==> config.mk <==
export PLATFORM = sky130hd
export DESIGN_NAME = sar_adc_conversion_control
export DESIGN_NICKNAME = d
export VERILOG_FILES = /design/src/sar_conv_pkg.sv /design/src/sar_adc_conversion_control.sv
export VERILOG_INCLUDE_DIRS = /design/src
export SDC_FILE = /design/constraint.sdc
export NUM_CORES = 1
export LEC_CHECK = 0
export BUFFER_PORTS_ARGS = -buffer_cell sky130_fd_sc_hd__buf_2
export CORE_ASPECT_RATIO = 0.5
export CORE_MARGIN = 1.5
export CORE_UTILIZATION = 55
export DETAILED_ROUTE_END_ITERATION = 6
export PLACE_DENSITY = 0.86
export SLEW_MARGIN = 20
export SYNTH_ARGS = -nofsm -noshare
export SYNTH_HDL_FRONTEND = slang
export SYNTH_SLANG_ARGS = --single-unit
==> constraint.sdc <==
create_clock -name CLK -period 7.4 [get_ports CLK]
set_input_delay 0 -clock CLK [delete_from_list [all_inputs] [get_ports CLK]]
set_output_delay 0 -clock CLK [all_outputs]
set_load 0.005 [all_outputs]
==> src/sar_conv_defs.svh <==
`ifndef SAR_CONV_DEFS_SVH
`define SAR_CONV_DEFS_SVH

// Register byte offsets on the APB slave.
`define OFF_CONTROL      8'h00
`define OFF_RESULT_HIGH  8'h04
`define OFF_INT_STATUS   8'h08
`define OFF_INT_MASK     8'h0c

// Field positions inside converter_control.
`define CTL_RES_LO_HI    7
`define CTL_RES_LO_LO    6
`define CTL_EXT_EN       5
`define CTL_DONE         4
`define CTL_START        3
`define CTL_CHAN_HI      1
`define CTL_CHAN_LO      0

// Sticky interrupt status and mask bits.
`define INT_DONE         0
`define INT_ABORT        1
`define INT_BITS         2

// Reset values.
`define RST_CHAN         2'h0
`define RST_SAR          10'h000
`define RST_RESULT_HIGH  8'h00
`define RST_RESULT_LOW   2'h0
`define RST_INT          2'h0
`define RST_WORD         32'h0000_0000

// Sequence points, counted in machine cycles from the first initiation cycle.
`define MC_BUSY_SET      6'd0
`define MC_INIT_END      6'd1
`define MC_SAMPLE_END    6'd9
`define MC_CONV_FIRST    6'd10
`define MC_CONV_END      6'd49
`define MC_TOTAL_END     6'd51
`define MC_ZERO          6'd0
`define MC_ONE           6'd1
`define CONV_MC_TOTAL    8'd52
`define PHASE_LAST       2'd3
`define SAR_TOP          10'h200
`define SAR_MSB          4'd9
`define SAR_LSB          4'd0

`endif

==> src/sar_conv_pkg.sv <==
package sar_conv_pkg;

  typedef enum logic [2:0] {
    ST_IDLE   = 3'b000,
    ST_INIT   = 3'b001,
    ST_SAMPLE = 3'b010,
    ST_CONV   = 3'b011,
    ST_FINISH = 3'b100
  } conv_state_t;

  // Drive towards the analog comparator, ladder DAC and input multiplexer.
  typedef struct packed {
    logic       sample_en;
    logic [1:0] mux_sel;
    logic [9:0] dac_code;
  } ana_ctl_t;

endpackage

==> src/sar_adc_conversion_control.sv <==
// Our own choices: the APB register port and the address map.
`timescale 1ns/1ps
`include "sar_conv_defs.svh"

// Operation
// - Without external enable, only software start bit starts
// - With external enable, start bit or pin edge
// - Pin edge seen at cycle end, start next
// - Software start begins at next machine cycle
// - Start command and busy status are separate flops
// - Two initiation cycles, busy set after first
// - Eight machine cycles sampling the selected channel
// - Load top bit, keep if input above ladder
// - Four cycles per bit down to bit zero
// - Done flag, result high byte, two low bits
// - Done set, busy cleared after 52 cycles
// - Control bits one and zero select channel
// - Start requests ignored while converting
// - Idle or power-down aborts running conversion
// - Result frozen while done flag is set
// - Code spans all zeros to all ones
module sar_adc_conversion_control #(
  parameter int MC_CLKS = 4
) (
  input  wire logic                  CLK,
  input  wire logic                  RST_B,
  input  wire logic                  CE,
  input  wire logic                  PSEL,
  input  wire logic                  PENABLE,
  input  wire logic                  PWRITE,
  input  wire logic [7:0]            PADDR,
  input  wire logic [31:0]           PWDATA,
  output logic      [31:0]           PRDATA,
  output logic                       PREADY,
  output logic                       PSLVERR,
  input  wire logic                  EXTERNAL_START_PIN,
  input  wire logic                  COMPARATOR_IN,
  input  wire logic                  IDLE_MODE,
  input  wire logic                  POWER_DOWN,
  output sar_conv_pkg::ana_ctl_t     ANA_CTL,
  output logic                       IRQ
);
  import sar_conv_pkg::*;

  conv_state_t state_ff;
  logic [7:0]  mc_clk_cnt_ff;
  logic [5:0]  mc_idx_ff;
  logic        tick;
  logic        low_power;
  logic        ext_meta_ff;
  logic        ext_sync_ff;
  logic        ext_prev_ff;
  logic        comp_meta_ff;
  logic        comp_sync_ff;
  logic        ext_edge;
  logic        start_now;
  logic        finish_now;
  logic        abort_now;
  logic        start_cmd_ff;
  logic        start_busy_ff;
  logic        external_start_enable_ff;
  logic        conversion_done_flag_ff;
  logic [1:0]  chan_sel_ff;
  logic [1:0]  chan_run_ff;
  logic [9:0]  sar_ff;
  logic [7:0]  res_high_ff;
  logic [1:0]  res_low_ff;
  logic [`INT_BITS-1:0] int_status_ff;
  logic [`INT_BITS-1:0] int_mask_ff;
  logic [`INT_BITS-1:0] int_events;
  logic [`INT_BITS-1:0] int_clear;
  logic        irq_ff;
  logic [31:0] prdata_ff;
  logic        pslverr_ff;
  logic        apb_setup;
  logic        apb_write;
  logic        wr_control;
  logic [3:0]  trial_pos;
  logic [1:0]  trial_phase;

  // Bit under trial for a given machine-cycle index within the approximation phase.
  function automatic logic [3:0] trial_bit(input logic [5:0] idx);
    logic [5:0] rel;
    rel = 6'(idx - `MC_CONV_FIRST);
    trial_bit = 4'(`SAR_MSB - rel[5:2]);
  endfunction

  function automatic logic [1:0] trial_step(input logic [5:0] idx);
    logic [5:0] rel;
    rel = 6'(idx - `MC_CONV_FIRST);
    trial_step = rel[1:0];
  endfunction

  function automatic logic addr_mapped(input logic [7:0] addr);
    addr_mapped = (addr == `OFF_CONTROL) || (addr == `OFF_RESULT_HIGH) ||
                  (addr == `OFF_INT_STATUS) || (addr == `OFF_INT_MASK);
  endfunction

  assign low_power   = IDLE_MODE | POWER_DOWN;
  assign tick        = CE && (mc_clk_cnt_ff == 8'(MC_CLKS - 1));
  assign trial_pos   = trial_bit(mc_idx_ff);
  assign trial_phase = trial_step(mc_idx_ff);

  // The pin is looked at only once per machine cycle, so a pulse shorter than one cycle may be missed.
  assign ext_edge   = external_start_enable_ff && ext_sync_ff && !ext_prev_ff;
  assign start_now  = tick && (state_ff == ST_IDLE) && !low_power && (start_cmd_ff || ext_edge);
  assign finish_now = tick && (state_ff == ST_FINISH) && (mc_idx_ff == `MC_TOTAL_END);
  assign abort_now  = CE && low_power && (state_ff != ST_IDLE);

  assign apb_setup  = CE && PSEL && !PENABLE;
  assign apb_write  = CE && PSEL && PENABLE && PWRITE;
  assign wr_control = apb_write && (PADDR == `OFF_CONTROL);

  // Machine-cycle divider.
  always_ff @(posedge CLK) begin
    if (!RST_B) begin
      mc_clk_cnt_ff <= 8'h00;
    end else if (CE) begin
      if (tick) begin
        mc_clk_cnt_ff <= 8'h00;
      end else begin
        mc_clk_cnt_ff <= 8'(mc_clk_cnt_ff + 8'h01);
      end
    end
  end

  // Pin synchronisers; only the second stage is read.
  always_ff @(posedge CLK) begin
    if (!RST_B) begin
      ext_meta_ff  <= 1'b0;
      ext_sync_ff  <= 1'b0;
      comp_meta_ff <= 1'b0;
      comp_sync_ff <= 1'b0;
    end else if (CE) begin
      ext_meta_ff  <= EXTERNAL_START_PIN;
      ext_sync_ff  <= ext_meta_ff;
      comp_meta_ff <= COMPARATOR_IN;
      comp_sync_ff <= comp_meta_ff;
    end
  end

  // Pin level at the end of each machine cycle, for edge recognition.
  always_ff @(posedge CLK) begin
    if (!RST_B) begin
      ext_prev_ff <= 1'b1;
    end else if (tick) begin
      ext_prev_ff <= ext_sync_ff;
    end
  end

  // Sequencer.
  always_ff @(posedge CLK) begin
    if (!RST_B) begin
      state_ff  <= ST_IDLE;
      mc_idx_ff <= `MC_ZERO;
    end else if (abort_now) begin
      state_ff  <= ST_IDLE;
      mc_idx_ff <= `MC_ZERO;
    end else if (tick) begin
      case (state_ff)
        ST_IDLE: begin
          if (start_now) begin
            state_ff  <= ST_INIT;
            mc_idx_ff <= `MC_ZERO;
          end
        end
        ST_INIT: begin
          mc_idx_ff <= 6'(mc_idx_ff + `MC_ONE);
          if (mc_idx_ff == `MC_INIT_END) begin
            state_ff <= ST_SAMPLE;
          end
        end
        ST_SAMPLE: begin
          mc_idx_ff <= 6'(mc_idx_ff + `MC_ONE);
          if (mc_idx_ff == `MC_SAMPLE_END) begin
            state_ff <= ST_CONV;
          end
        end
        ST_CONV: begin
          mc_idx_ff <= 6'(mc_idx_ff + `MC_ONE);
          if (mc_idx_ff == `MC_CONV_END) begin
            state_ff <= ST_FINISH;
          end
        end
        ST_FINISH: begin
          mc_idx_ff <= 6'(mc_idx_ff + `MC_ONE);
          if (mc_idx_ff == `MC_TOTAL_END) begin
            state_ff  <= ST_IDLE;
            mc_idx_ff <= `MC_ZERO;
          end
        end
        default: begin
          state_ff  <= ST_IDLE;
          mc_idx_ff <= `MC_ZERO;
        end
      endcase
    end
  end

  // Start command flop: set by software, consumed when the sequence begins.
  always_ff @(posedge CLK) begin
    if (!RST_B) begin
      start_cmd_ff <= 1'b0;
    end else if (CE) begin
      if (low_power || start_now) begin
        start_cmd_ff <= 1'b0;
      end else if (wr_control && PWDATA[`CTL_START] && (state_ff == ST_IDLE)) begin
        start_cmd_ff <= 1'b1;
      end
    end
  end

  // Busy status flop, which is what software reads back in the start position.
  always_ff @(posedge CLK) begin
    if (!RST_B) begin
      start_busy_ff <= 1'b0;
    end else if (abort_now || finish_now) begin
      start_busy_ff <= 1'b0;
    end else if (tick && (state_ff == ST_INIT) && (mc_idx_ff == `MC_BUSY_SET)) begin
      start_busy_ff <= 1'b1;
    end
  end

  // Channel chosen by software, and the copy frozen for the running conversion.
  always_ff @(posedge CLK) begin
    if (!RST_B) begin
      chan_sel_ff <= `RST_CHAN;
      chan_run_ff <= `RST_CHAN;
    end else if (CE) begin
      if (wr_control) begin
        chan_sel_ff <= PWDATA[`CTL_CHAN_HI:`CTL_CHAN_LO];
      end
      if (start_now) begin
        chan_run_ff <= chan_sel_ff;
      end
    end
  end

  // Successive approximation register. Comparator high means the input is above the ladder voltage.
  always_ff @(posedge CLK) begin
    if (!RST_B) begin
      sar_ff <= `RST_SAR;
    end else if (tick) begin
      if ((state_ff == ST_SAMPLE) && (mc_idx_ff == `MC_SAMPLE_END)) begin
        sar_ff <= `SAR_TOP;
      end else if ((state_ff == ST_CONV) && (trial_phase == `PHASE_LAST)) begin
        if (!comp_sync_ff) begin
          sar_ff[trial_pos] <= 1'b0;
        end
        if (trial_pos != `SAR_LSB) begin
          sar_ff[4'(trial_pos - 4'd1)] <= 1'b1;
        end
      end
    end
  end

  // Result store; a pending result is never overwritten while the done flag is still up.
  always_ff @(posedge CLK) begin
    if (!RST_B) begin
      res_high_ff <= `RST_RESULT_HIGH;
      res_low_ff  <= `RST_RESULT_LOW;
    end else if (finish_now && !conversion_done_flag_ff) begin
      res_high_ff <= sar_ff[9:2];
      res_low_ff  <= sar_ff[1:0];
    end
  end

  // Done flag: hardware set wins over a software clear in the same cycle.
  always_ff @(posedge CLK) begin
    if (!RST_B) begin
      conversion_done_flag_ff <= 1'b0;
    end else if (finish_now) begin
      conversion_done_flag_ff <= 1'b1;
    end else if (wr_control && !PWDATA[`CTL_DONE]) begin
      conversion_done_flag_ff <= 1'b0;
    end
  end

  always_ff @(posedge CLK) begin
    if (!RST_B) begin
      external_start_enable_ff <= 1'b0;
    end else if (wr_control) begin
      external_start_enable_ff <= PWDATA[`CTL_EXT_EN];
    end
  end

  // Interrupt status, mask and output.
  assign int_events = {abort_now, finish_now};
  assign int_clear  = (apb_write && (PADDR == `OFF_INT_STATUS)) ? PWDATA[`INT_BITS-1:0] : `RST_INT;

  always_ff @(posedge CLK) begin
    if (!RST_B) begin
      int_status_ff <= `RST_INT;
      int_mask_ff   <= `RST_INT;
      irq_ff        <= 1'b0;
    end else if (CE) begin
      int_status_ff <= (int_status_ff & ~int_clear) | int_events;
      if (apb_write && (PADDR == `OFF_INT_MASK)) begin
        int_mask_ff <= PWDATA[`INT_BITS-1:0];
      end
      irq_ff <= |(int_status_ff & int_mask_ff);
    end
  end

  // Read data is captured in the setup cycle so the access phase completes at once.
  always_ff @(posedge CLK) begin
    if (!RST_B) begin
      prdata_ff  <= `RST_WORD;
      pslverr_ff <= 1'b0;
    end else if (apb_setup) begin
      pslverr_ff <= !addr_mapped(PADDR);
      case (PADDR)
        `OFF_CONTROL: begin
          prdata_ff <= {24'h000000, res_low_ff, external_start_enable_ff, conversion_done_flag_ff,
                        start_busy_ff, 1'b0, chan_sel_ff};
        end
        `OFF_RESULT_HIGH: begin
          prdata_ff <= {24'h000000, res_high_ff};
        end
        `OFF_INT_STATUS: begin
          prdata_ff <= {30'h0, int_status_ff};
        end
        `OFF_INT_MASK: begin
          prdata_ff <= {30'h0, int_mask_ff};
        end
        default: begin
          prdata_ff <= `RST_WORD;
        end
      endcase
    end
  end

  assign PRDATA  = prdata_ff;
  assign PSLVERR = pslverr_ff;
  assign PREADY  = CE;
  assign IRQ     = irq_ff;

  assign ANA_CTL = {(state_ff == ST_SAMPLE),
                    chan_run_ff,
                    sar_ff};

  // Helper: machine cycles elapsed since the start was taken.
  logic [7:0] mc_since_start_ff;
  always_ff @(posedge CLK) begin
    if (!RST_B) begin
      mc_since_start_ff <= 8'h00;
    end else if (start_now) begin
      mc_since_start_ff <= 8'h00;
    end else if (tick && (state_ff != ST_IDLE)) begin
      mc_since_start_ff <= 8'(mc_since_start_ff + 8'h01);
    end
  end
endmodule

Word-level counts from Yosys, hierarchy flattened. Cells that the tools add are included.

Bits in registers: 88. Bits of input ports: 50.

Add/subtract/negate cells: 5. Magnitude comparators: 4. Eq/ne operators: 18. Muxes and demuxes: 28. Bitwise logic cells: 9. Reductions and logical operators: 58.

Operators by type and width (count): 10-bit two-way mux (8); 8-bit one-hot mux with 4 select lines (1); 1-bit logical AND (27); 6-bit one-hot mux with 3 select lines (1); 8-bit by 4-bit equality test with 1-bit output (second input constant) (2); 3-bit two-way mux (5); 3-bit one-hot mux with 5 select lines (1); 6-bit equality test (second input constant) (2); 6-bit two-way mux (2); 2-bit AND reduction (6); 10-bit AND (1); 4-bit by 5-bit less-than comparator with 1-bit output (second input constant) (2); 10-bit NOT (1); 10-bit bitwise OR (1); 8-bit by 1-bit adder with 8-bit output (second input constant) (1); 1-bit demux with 4-bit select (2); 8-bit by 2-bit equality test with 1-bit output (second input constant) (1); 8-bit by 3-bit equality test with 1-bit output (second input constant) (1); 4-bit by 1-bit greater-or-equal comparator with 1-bit output (second input constant) (2); 8-bit logical NOT (1); 8-bit two-way mux (1); 6-bit by 1-bit adder with 6-bit output (second input constant) (1); 3-bit by 2-bit equality test with 1-bit output (second input constant) (2); 6-bit by 1-bit equality test with 1-bit output (second input constant) (1); 26 further kinds (49).

Logic depth before layout (Yosys ltp).
Depth in word-level cells: 17. Mapped depth: 11. Mapped depth without buffers: 10.

Worst setup path before layout. OpenSTA, ideal clock, no wires.

Kind: register to register. Start point: register mc_idx_ff[2]. End point: register sar_ff[7]. Data arrival time: 2289 ps. Required time: 7274 ps. Setup slack: 4985 ps. Stages on the path, launching flop included: 12. Path buffers: 1. Cell sequence: dfxtp_1 > inv_1 > ha_1 > xnor2_1 > inv_1 > ha_1 > xnor2_1 > xor2_1 > clkbuf_1 > a31oi_1 > o211ai_1 > o41ai_1.

Longest elaborated chain between the ends: 17. Elaborated cells on any way between the ends: 29.

Ends and longest elaborated chain: start, declared (RTL line sar_adc_conversion_control.sv:47) `logic [5:0] mc_idx_ff;`; start signal, assigned (RTL line sar_adc_conversion_control.sv:155) `` mc_idx_ff <= `MC_ZERO; ``; start signal, assigned (RTL line sar_adc_conversion_control.sv:158) `` mc_idx_ff <= `MC_ZERO; ``; start signal, assigned (RTL line sar_adc_conversion_control.sv:164) `` mc_idx_ff <= `MC_ZERO; ``; 6-bit by 4-bit subtractor with 6-bit output (no source line); 4-bit subtractor (no source line); 4-bit by 5-bit less-than comparator with 1-bit output (not written as such) / 4-bit by 1-bit greater-or-equal comparator with 1-bit output (equally long branches) (RTL line sar_adc_conversion_control.sv:248) `sar_ff[trial_pos] <= 1'b0;`; 1-bit logical AND (not written as such) (RTL line sar_adc_conversion_control.sv:248); 1-bit two-way mux (not written as such) (RTL line sar_adc_conversion_control.sv:248); 1-bit demux with 4-bit select (RTL line sar_adc_conversion_control.sv:248); 10-bit NOT (no source line); 10-bit AND (no source line); 10-bit two-way mux (RTL line sar_adc_conversion_control.sv:247) `if (!comp_sync_ff) begin`; 10-bit two-way mux (RTL line sar_adc_conversion_control.sv:246) `` end else if ((state_ff == ST_CONV) && (trial_phase == `PHASE_LAST)) begin ``; 10-bit two-way mux (RTL line sar_adc_conversion_control.sv:244) `` if ((state_ff == ST_SAMPLE) && (mc_idx_ff == `MC_SAMPLE_END)) begin ``; 10-bit two-way mux (RTL line sar_adc_conversion_control.sv:243) `end else if (tick) begin`; 10-bit two-way mux (RTL line sar_adc_conversion_control.sv:241) `if (!RST_B) begin`; 10-bit bitwise OR (no source line); 10-bit two-way mux (RTL line sar_adc_conversion_control.sv:250) `` if (trial_pos != `SAR_LSB) begin ``; 10-bit two-way mux (RTL line sar_adc_conversion_control.sv:246); 10-bit two-way mux (RTL line sar_adc_conversion_control.sv:244); end signal, assigned (RTL line sar_adc_conversion_control.sv:242) `` sar_ff <= `RST_SAR; ``; end signal, assigned (RTL line sar_adc_conversion_control.sv:245) `` sar_ff <= `SAR_TOP; ``; end, declared (RTL line sar_adc_conversion_control.sv:65) `logic [9:0] sar_ff;`.

Several ways; a longest one is shown, not always the timed one. The select of a mux whose other input is x is not followed. A chain may end at the register's enable or synchronous reset.

Worst setup path after layout. Same ends and word-level chain as after synthesis.

==> flow_summary.toml <==
[timing]
final-setup-viol-count = 0
timing.setup.tns_ns = 0
tightest_slew_ns = 0.830
finalClockSkew_ns = 0.0120
finalCritPeriodShare_pct = 39.8
final-hold-violation-count = 0
max_freq_ghz = 0.339
fin_crit_ns = 2.95
finalMaxSlewViolations = 0
unrepaired_setup_endpoints_after_global_routing = "false"
worst_slew_margin_rel_pct = 44.3

[synthesis]
netlist-cell-type-count = 54
netlist.top_cell.by_area = "dfxtp_1"
part_of_the_yosys_area_used_for_sequential_elements_pct = 37.5
synth_edf_count = 0
syn-mean-instance-area_um2 = 8.26
syn_area_um2 = 3420
synth_top_flop_cell = "dfxtp_1"
fraction_of_synthesis_flops_using_an_asynchronous_set_or_reset_pin_pct = 0
synthesis_warnings = 0
yosys_register_bits = 64
synth_top_area_share_pct = 37.5
syn_inst = 414
synth.top_cells.by_area = "dfxtp_1 (37%), nand2_1 (7.9%), a21boi_0 (5.5%)"

[route]
postRouteWirelength_mm = 8.05
vias_per_cell = 5.67
drt_first_iter_violations = 295
via_count = 3117
final_antenna_net_count = 0
detailedRoute.firstPassIterationCount = 6
post-route-drc-count = 0
drt-wirelength-per-cell_um = 14.6

[cts]
root_buffer = "clkbuf_16"
cts_sinks = 64
htree_num_levels = 3
max-clock-path-buffers = 2
cts.reportedPaths.clkPinSlew_ns = 0.06
clk-insertion-delay-late_ns = 0.34
cts_tree = "built"
cts_made_buffers = 9
cts.repair.resized = 0
cts_post_setup_buffers_inserted = 0

[global_route]
use_met1_pct = 31.0
track_usage_pct = 25.2
grt.met3_usage_pct = 7.52
total_global_routing_overflow = 0
first_pass_grt_wire_length_mm = 13.0
grt_pass1_vias = 2707
gr-usage-met2_pct = 42.3
gr-max-usage-layer = "met2"
maximum_number_of_pins_on_one_net_before_global_route_repair = 52
number_of_antenna_violations_at_the_first_check_in_global_routing = 0

[finish]
num-nets-final = 515
drive_gt1_share_pct = 16.0
filler_cell_count = 459
post-route-cell-area_um2 = 4010
syn_to_final_growth_pct = 17.3
antenna_diode_count = 0

[critical_path]
worst_path_largest_cell_delay_ns = 0.69
cell_with_the_largest_stage_delay_on_the_worst_path = "xor2_1"
timing.critical_path.buf_inv = 2
timing.critical_path.to_type = "flip-flop"
timing.setup.critical_path_class = "flip-flop to flip-flop"
cp_data_arrival_time_ns = 3.13
timing.critical_path.required_ns = 7.59
critical_path.startpoint_type = "flip-flop"
critical_path_cell_sequence = "inv_1 > ha_1 > xnor2_1 > inv_1 > ha_1 > xnor2_1 > xor2_1 > a31oi_1 > o211ai_1 > o41ai_1"
critPathMaxFanout = 12
worst_path_dominant_cell_family = "XOR/XNOR gates"

[power_and_ir_drop]
power.ir.vdd_worst_uv = 107
power.share.sequential_pct = 39.7
power_report.internal_total_w = 0.000696
switching_part_of_the_total_power_pct = 21.4
total_power_w = 0.000885
power-per-cell-area_nw_per_um2 = 221
standby_leakage_power_nw = 1.59
clock_power_share_pct = 56.2
net-switching-power_w = 0.000189
p_comb_share_pct = 4.1

[die]
number_of_cell_rows = 20
chipHeight_um = 58.8
pin_count = 98
die-width_um = 115
floorplan.core_area_um2 = 6030
initial_utilization_pct = 56.7
die_area_um2 = 6730

[placed_design]
hpwlAfterDp_mm = 5.24
place.gp.congestion = 0.831
portBuffers = 46
placedInstanceArea_um2 = 3600

[flow_run]
cap_viol_max_count = 0

[outcome]
status = "completed"

[min_path]
holdCritPathClass = "input port to flip-flop"
[final timing paths]
path | endpoint | slack (ns) | start | depth (start not counted)
worst max-delay path | sar_ff[7] | 4.45 | mc_idx_ff[2] | 10
worst min-delay path | conversion_done_flag_ff | 0.05 | PWDATA[4] | 3
worst max register to register | sar_ff[7] | 4.45 | mc_idx_ff[2] | 10
worst min register to register | res_high_ff[7] | 0.45 | res_high_ff[7] | 2
[Yosys cell counts (6+ instances only)]
library cell  instances
a21oi_1              10
nand2_1              72
ha_1                  8
nor2b_1              11
mux2i_1              15
buf_4                25
dfxtp_1              64
inv_1                 6
or3_1                 6
a31oi_1              12
o21ai_0              16
clkbuf_1             14
a21boi_0             25
nand4_1              10
nand3_1              16
nor2_1               24
nor3_1                9
xor2_1                8
[layout make-up]
class                           count  area [µm²]  area share [%]
Clock buffer                        9         225            5.62
Sequential cell                    64        1280            32.0
Clock inverter                      7         125            3.12
Inverter                            6        22.5           0.562
Timing Repair Buffer               54         305            7.61
Tap cell                           88         110            2.75
Multi-Input combinational cell    322        1940            48.4
[metal layers]
metal  vias to the layer above  routed length, µm  part of all wire [%]
met5                         -                  0                     0
li1                       1497                  -                     -
met4                         0                204                   2.5
met3                        21                541                   6.7
met1                      1455               3560                    44
met2                       144               3750                    47
[cells by family (layout without fill, tap and decap cells)]
| group | count (synthesis) | in the layout | synth area share [%] |
|---|---|---|---|
| fa+ha+maj | 8 | 8 | 2.93 |
| other cells | 1 | 24 | 0.110 |
| mux | 17 | 17 | 5.71 |
| simple gates | 172 | 172 | 24.4 |
| buf+inv | 51 | 76 | 8.49 |
| compound gates | 88 | 88 | 17.2 |
| flops | 64 | 64 | 37.5 |
| xor+xnor | 13 | 13 | 3.73 |
[cell usage in the layout (no fill, tap or decap), types with 3 or more instances in the layout]
cell,netlist,layout
a21boi_0,25,25
a21oi_1,10,10
a31oi_1,12,12
and3_1,3,3
buf_2,4,46
bufinv_16,0,3
clkbuf_16,0,9
conb_1,1,24
dfxtp_1,64,64
dlygate4sd3_1,0,6
ha_1,8,8
inv_1,6,6
inv_6,0,3
mux2i_1,15,15
nand2_1,72,72
nand3_1,16,16
nand4_1,10,10
nor2_1,24,24
nor2b_1,11,11
nor3_1,9,9
nor4_1,3,3
o211ai_1,4,4
o21ai_0,16,16
o21ai_1,4,4
or2_2,3,3
or3_1,6,6
xnor2_1,4,4
xor2_1,8,8
[registers in the layout, summed over array words and instances (netlist names), 2 cells and up]
register,flops
state_ff,3
mc_idx_ff,6
int_mask_ff,2
int_status_ff,2
res_high_ff,8
mc_clk_cnt_ff,8
PRDATA,8
chan_run_ff,2
chan_sel_ff,2
res_low_ff,2
sar_ff,10
[metrics by stage]
step	cells	util, %	setup WS [ns]	hold WS (ns)
floorplan	437	-	4.98	0.0808
global placement	528	59.7	4.58	0.255
detailed placement	528	59.7	4.52	0.266
CTS	550	66.5	4.49	0.0181
global route	550	66.5	4.12	0.0852
finish	550	66.5	4.45	0.0450
[what timing repair did]
item / in CTS / in global routing
hold endpoints to repair: 8 / 0
hold buffers: 6 / 0
endpoints found under the setup margin: 0 / 0
[worst min-delay path: stages]
cell,delay [ns]
buf_2,0.08
o21ai_0,0.09
a21boi_0,0.16
[power groups by stage]
stage          clock network, W  logic (W)  registers, W
4_1_cts                0.000501  0.0000357      0.000351
2_1_floorplan                 0  0.0000302      0.000358
5_1_grt                0.000521  0.0000404      0.000351
3_5_place_dp                  0  0.0000326      0.000358
3_3_place_gp                  0  0.0000321      0.000358
6_report               0.000498  0.0000364      0.000351
Power figures use the tool's default switching activity.
